## src/core/period_timer.sv

```systemverilog
// Periodic interval counter for print and save triggers
`timescale 1ns/10ps
`default_nettype none
module period_timer (
    input wire logic clk, // System clock
    input wire logic rst, // Synchronous reset
    input wire logic ce, // Clock enable
    input wire logic restart, // New test begins
    input wire logic running, // Test is running
    input wire logic tick, // One-second tick
    input wire logic [12:0] period_s, // Interval in seconds
    output logic fire // One-cycle pulse at interval end
);
    logic [12:0] count_q;

    // ----------------------------------------------------------------
    // Interval counting
    // ----------------------------------------------------------------
    // Counter restarts at every test start so intervals align to it
    always_ff @(posedge clk) begin
        if (rst) begin
            count_q <= 13'h0000;
            fire <= 1'b0;
        end else if (ce) begin
            fire <= 1'b0;
            if (restart || !running) begin
                count_q <= 13'h0000;
            end else if (tick) begin
                if (count_q + 13'h0001 >= period_s) begin
                    count_q <= 13'h0000;
                    fire <= 1'b1;
                end else begin
                    count_q <= count_q + 13'h0001;
                end
            end
        end
    end
endmodule
`default_nettype wire

```

## config.mk

```make
export PLATFORM = sky130hd
export DESIGN_NAME = period_timer
export DESIGN_NICKNAME = d
export VERILOG_FILES = /design/src/core/period_timer.sv
export SDC_FILE = /design/constraint.sdc
export NUM_CORES = 1
export LEC_CHECK = 0
export BUFFER_PORTS_ARGS = -buffer_cell sky130_fd_sc_hd__buf_2
export CAP_MARGIN = 20
export CORE_MARGIN = 8
export CORE_UTILIZATION = 30
export CTS_CLUSTER_SIZE = 20
export DETAILED_ROUTE_END_ITERATION = 7
export SLEW_MARGIN = 20
export SYNTH_ARGS = -nofsm -noshare
export SYNTH_HDL_FRONTEND = slang
export SYNTH_SLANG_ARGS = --single-unit
```

## constraint.sdc

```tcl
create_clock -name clk -period 2.7 [get_ports clk]
set_input_delay 0.81 -clock clk [delete_from_list [all_inputs] [get_ports clk]]
set_output_delay 0.81 -clock clk [all_outputs]
set_load 0.03 [all_outputs]
```

* Word-level counts from Yosys, hierarchy flattened
Cells that the tools add are included.
** Storage, ports and cells
- Register bits after elaboration :: 14
- Word-level logic and storage cells :: 14
- Output and inout port bits :: 1
- Input port bits :: 19
** Cells by class
- Magnitude comparators :: 1
- $add $sub $neg :: 1
- Mux-type cells :: 6
- Reductions and logical operators :: 4
** Operator list (count)
- 13-bit 2-to-1 mux :: 3
- 13-bit by 1-bit adder with 13-bit output (second input constant) :: 1
- 13-bit >= comparator :: 1
- 1-bit 2-to-1 mux :: 3
- 2-bit AND reduction :: 1
- 2-bit nonzero test :: 1
- 1-bit zero test :: 1
- 1-bit logical OR :: 1

* Depth between registers and ports, before layout
Gate-level depths: netlist (run 1).
- Depth after elaboration :: 5
- Mapped depth :: 15
- Depth with buffers taken out :: 13

* Worst setup path after synthesis (run 1)
Ideal clock, no wire load.
- Path type :: flip-flop to flip-flop
- From :: reg count_q[0]
- To :: reg count_q[11]
- Period minus slack after synthesis :: 2605 ps
- Library setup time :: 117 ps
- Data required time :: 2583 ps
- Path buffers :: 2
- Cell stages (with the launch flop) :: 15
- Data arrival time :: 2488 ps
- Setup slack :: 95 ps
- Path through :: dfxtp_1 > ha_1 > and3_1 > buf_4 > nand2_2 > nor2_2 > nand3_1 > xnor2_2 > ha_1 > nand4_1 > nor3_1 > nor4_2 > o21a_1 > buf_4 > a32o_2
** Between the ends
- Cells in the longest elaborated chain, start to end :: 5
** RTL lines
- from (decl) :: line 14 : logic [12:0] count_q;
- from (signal assigned) :: line 33 : count_q <= count_q + 13'h0001;
- 13-bit by 1-bit adder with 13-bit output * :: line 29, 33
- 13-bit >= comparator :: line 29 : if (count_q + 13'h0001 >= period_s) begin
- 13-bit 2-to-1 mux * :: line 29
- 13-bit 2-to-1 mux * :: line 28 : end else if (tick) begin
- 13-bit 2-to-1 mux * :: line 26 : if (restart || !running) begin
Every way passes the cells marked *; elsewhere a longest branch is shown, timed or not. The select of a mux whose other input is x is not followed.
A chain may end at the register's enable or synchronous reset.

* Final worst setup path (run 1)
- From :: reg count_q[1]
- To :: reg count_q[4]
Same word-level chain as after synthesis.

==> flow_summary.ini, run 1 <==
[status]
status = finished clean

[grt]
grt_max_degree = 11
grt_pass1_wl_um = 4409
antenna_found_initial = 0
overflow = 0
track_usage = 0.08843
grt_pass1_vias = 1024

[synth]
syn_avg_cell_area_um2 = 8.453
synthDistinctLibCells = 43
synth_area_leader_cell = dfxtp_1
yosys-top-cells-area = dfxtp_1 (25%), ha_1 (16%), inv_1 (4.4%), nand2_1 (3.7%), a21o_1 (3.4%)
synth-edff-count = 0
synth_commonest_cells = dfxtp_1 (14), ha_1 (14), inv_1 (13)
synth-seq-cells = 14
yosys_warnings = 0
synth.cell_area_mm2 = 0.001107
async_flop_share = 0
ys_seq_area_frac = 0.2531
synth_cells = 131
synthesis.nets = 164
synth_ff_type = dfxtp_1
synth_top_area_frac = 0.2531

[drt]
viasPerCell = 4.959
via_count = 1091
drt_iter0_markers = 30
ant_nets = 0
drc = 0
dr.pass1.iters = 4
routed_wl_um = 2850
wl_per_cell_um = 12.95

[sta]
max_freq_ghz = 0.3759
finalCriticalPeriod_ns = 2.660
fin_skew_ns = 0.007878
setup_viol_count_final = 0
rsz0062_at_grt = yes
slew_violations = 0
tns_ns = 0
fin_crit_sh = 0.9853
tightest_slew_ns = 0.6662
maxSlewHeadroom = 0.5550
hold_violations = 0

[floorplan]
die-area_mm2 = 0.005891
io_pins = 20
core_area_mm2 = 0.003606
dieHeight_um = 76.76
initial_utilization = 0.3071
num_rows = 22
fp.dieW_um = 76.76

[worst_setup_path]
setup.worst_path.class = flop to flop
startpoint_type = flop
r2r-end = count_q[4]
cp_max_fo = 5
ff2ff_setup_slack_ns = 0.04
crit_required_ns = 2.84
cp-end-kind = flop
cp-startpoint = count_q[1]
r2r-start = count_q[1]
cp.arrival_ns = 2.80
worstSetupEndpoint = count_q[4]
reg2reg_depth = 14

[clock_tree]
clockRootBuffer = clkbuf_8
clock-sinks = 14
cts_buffers = 3
clkTransAtPathRegs_ns = 0.06
postCtsHoldBufs = 0
clock_latency_ns = 0.25
clock_path_buffers = 2
cts_tree = built
htreeDepth = 1

[hold_path]
worstHoldPathCells = 2
worst_hold_path_type = flop to flop

[finish]
multi_input_area_um2 = 904.6
area_growth_pct = 45.08
fillCellCount = 344
fin_cells = 220
seqCellArea_um2 = 292.8
drive_above_1_share = 0.4593
num_antenna_cells = 0
nNetsFinal = 206

[run]
maxCapViolations = 0

[pwr]
ir_drop_mv = 0.1504
p_leak_nw = 0.8216
power.total_w = 0.0004568
power-per-cell-area_mw_per_mm2 = 284.3

[placement]
io_buffers = 19
gp_congestion = 0.7974
placedCellCount = 208
hpwl_um = 2027
[how the worst min path moves through the flow]
stage | from | to | slack, ns
final | fire | fire | 0.50
after global placement | count_q[12] | count_q[12] | 0.48
after global routing | count_q[12] | count_q[12] | 0.51
after floorplan | count_q[12] | count_q[12] | 0.46
after CTS | count_q[12] | count_q[12] | 0.50
after detailed placement | count_q[12] | count_q[12] | 0.49
[report_power, final]
part           internal (W)  switching, W  leakage, nW   total, W
registers          0.000205   0.000000608        0.116   0.000206
logic             0.0000223     0.0000254        0.676  0.0000478
clock network      0.000129     0.0000741       0.0288   0.000203
total              0.000357      0.000100        0.822   0.000457
[state kept, by name, indices dropped and copies added, names as in the netlist]
name     cells
count_q     13
fire         1
[area by class of cell]
type | count | share of cell area
clock buffers | 4 | 0.03427
flip-flops and latches | 14 | 0.1822
inverters | 13 | 0.03037
multi-input cells | 102 | 0.5631
well taps | 48 | 0.03738
repair buffers | 39 | 0.1526
[cells by family (layout without fill, tap and decap cells)]
| group | Yosys count | after routing | share of synthesized area |
|---|---|---|---|
| simple gates | 51 | 51 | 0.2644 |
| compound gates | 28 | 29 | 0.1865 |
| buf+inv | 16 | 56 | 0.06101 |
| fa+ha+maj | 14 | 14 | 0.1582 |
| flops | 14 | 14 | 0.2531 |
| xor+xnor | 8 | 8 | 0.07683 |
[metrics by stage]
| stage | setup slack, ns | hold WS [ns] | util | instance area [um^2] |
|---|---|---|---|---|
| 2_1_floorplan | 0.09490 | 0.4615 | - | 1107 |
| 4_1_cts | 0.009162 | 0.5013 | 0.3876 | 1398 |
| 3_3_place_gp | 0.009458 | 0.4769 | 0.3720 | 1341 |
| 3_5_place_dp | -0.06811 | 0.4877 | 0.3720 | 1341 |
| 6_report | 0.03960 | 0.4952 | 0.4455 | 1607 |
| 5_1_grt | -0.09105 | 0.5076 | 0.4455 | 1607 |
[critical path: stages (launching register included)]
cell and delay (ns):
dfxtp_4 0.37, ha_4 0.14, and3_4 0.21, nand2_4 0.06, nor2_4 0.11, nand3_2 0.10
xnor2_2 0.17, ha_1 0.31, nand4_1 0.15, nor2_1 0.19, nand3_2 0.14, o211ai_1 0.20
buf_4 0.17, o21bai_1 0.06, a21o_1 0.17
[repair_timing]
| action | CTS | global route |
|---|---|---|
| buffers inserted | 0 | 7 |
| resized for setup | 1 | 31 |
| cloned | 0 | 1 |
| pin swaps | 0 | 17 |
| endpoints found under the setup margin | 7 | 14 |
[placed cells by master, fill, tap and decap left out, drive strengths merged, types with 3 or more instances in the layout]
master,count
nand4,3
inv,13
a21oi,7
a21o,5
clkbuf,4
nand3,8
ha,14
dfxtp,14
or2,3
a32oi,3
a32o,4
nor2,13
xor2,4
xnor2,4
nand2,12
buf,39
[routing by layer]
| layer | routed length [um] | up-vias | share of wire | GRT usage |
|---|---|---|---|---|
| met3 | 122 | 4 | 0.043 | 0.01865 |
| li1 | - | 549 | - | - |
| met4 | 56 | 0 | 0.020 | 0.06154 |
| met5 | 0 | - | 0 | 0 |
| met2 | 1392 | 24 | 0.49 | 0.1410 |
| met1 | 1278 | 514 | 0.45 | 0.1030 |
Note: power is estimated with default switching activity, not from simulation.
==> run 2: changes to the inputs <==
Settings changed: CORE_ASPECT_RATIO set to 1.2, SLEW_MARGIN 20 to not set.
==> flow_summary.ini, run 2 (synthesis gave the netlist of run 1 again) <==
[floorplan]
dieHeight_um = 82.55
die-area_mm2 = 0.005899
core_area_mm2 = 0.003573
fp.dieW_um = 71.46
initial_utilization = 0.3099
io_pins = 20
num_rows = 24

[finish]
largest_reg_flops = 13
area_growth_pct = 30.73
nNetsFinal = 196
final_common_cell = buf_2
finish.instance_area_mm2 = 0.001448
drive_above_1_share = 0.3642
top_register = count_q
fillCellCount = 357
multi_input_area_um2 = 825.8
layout_common_cells = buf_2 (19), inv_1 (13), ha_1 (13), dfxtp_1 (12), nand2_1 (11)
seqCellArea_um2 = 287.8
fin_cells = 201
num_antenna_cells = 0
reg_top3 = count_q: 13 flops, fire: 1 flops

[grt]
overflow = 0
track_usage = 0.08563
grt_max_degree = 9
grt_pass1_wl_um = 4105
antenna_found_initial = 0
grt_pass1_vias = 963

[pwr]
p_leak_nw = 0.7426
ir_drop_mv = 0.3227
power-per-cell-area_mw_per_mm2 = 314.4

[sta]
tightest_slew_ns = 0.6037
fin_skew_ns = 0.002371
setup_ws_ns = 0.1100
hold_violations = 0
fin_crit_sh = 0.9592
setup_viol_count_final = 0
max_freq_ghz = 0.3861
finalCriticalPeriod_ns = 2.590
slew_violations = 0
rsz0062_at_grt = yes
maxSlewHeadroom = 0.5967

[placement]
placed_cell_area_mm2 = 0.001308
gp_congestion = 0.7174
hpwl_um = 2024
pre_cts_slack_ns = -0.009796
io_buffers = 19
placedCellCount = 196

[worst_setup_path]
cp.arrival_ns = 2.73
startpoint_type = flop
cp-end-kind = flop
setup.worst_path.class = flop to flop
cp_max_fo = 5
cp_slowest_cell = dfxtp_4
slowest_delay_ns = 0.37
crit_required_ns = 2.84
path_cells = ha_4, and3_4, nand2_4, nor2_4, nand3_2, xnor2_2, ha_1, nand4_1, nor3_1, nor4_2, o21a_1, buf_4, a32o_1

[hold_path]
worst_hold_path_type = flop to flop

[clock_tree]
cts_tree = built
clock_path_buffers = 2
clock_latency_ns = 0.25
postCtsHoldBufs = 0
cts_buffers = 3
htreeDepth = 1
clock-sinks = 14
clockRootBuffer = clkbuf_8
clkTransAtPathRegs_ns = 0.06

[run]
maxCapViolations = 0

[drt]
wl_per_cell_um = 12.27
drt_iter0_markers = 18
drc = 0
via_count = 1003
dr.pass1.iters = 4
ant_nets = 0
routed_wl_um = 2466
viasPerCell = 4.990

[status]
status = finished clean
run 2: cell count changes in the layout (fill, tap and decap cells not counted), sizes merged:
cell / previous run / this run
o21a: 2 / 1
buf: 39 / 30
run 2: through the flow:
step	total power (W)	utilization	setup TNS [ns]	hold WS (ns)
after floorplan	0.0002349	-	0	0.4615
after global placement	0.0002554	0.3659	0	0.4852
after detailed placement	0.0002565	0.3659	-0.02310	0.4842
after CTS	0.0004628	0.3848	0	0.4988
after global routing	0.0004801	0.4051	-0.5629	0.5189
final	0.0004552	0.4051	0	0.4980
run 2: what timing repair did:
item	CTS	global route
pin swaps	2	18
resized for setup	4	13
endpoints found under the setup margin	7	14
setup buffers	0	1
run 2: where the power goes:
group          internal (W)  switching, W
Clock              0.000129     0.0000754
Combinational     0.0000211     0.0000235
Sequential         0.000205   0.000000554
run 2: path summary, 6_finish.rpt:
check             cells past startpoint  slack (ns)          end        start
setup / recovery                     13        0.11   count_q[9]   count_q[1]
hold / removal                        1        0.50  count_q[12]  count_q[12]
setup reg to reg                     13        0.11   count_q[9]   count_q[1]
hold reg to reg                       1        0.50  count_q[12]  count_q[12]
run 2: per-layer routing:
| layer | global-route usage | wire length [um] |
|---|---|---|
| met3 | 0.02053 | 83 |
| met5 | 0 | 0 |
| met1 | 0.09736 | 1175 |
| met2 | 0.1536 | 1184 |
| met4 | 0.03067 | 22 |
run 2: area by class of cell:
type / instances / area share
multi-input combinational: 101 / 0.5704
clock buffer: 4 / 0.03803
timing repair buffer: 30 / 0.1253
tap: 39 / 0.03371
sequential: 14 / 0.1988
inverter: 13 / 0.03371
run 2: critical path, delay by kind of cell (launching register included):
kind	cells	cell delay (ns)
AND/OR/NAND/NOR	7	0.95
adder cells (fa/ha/maj)	2	0.43
XOR/XNOR	1	0.17
AO/OA/AOI/OAI	2	0.39
buffers and inverters	1	0.16
flip-flops	1	0.37
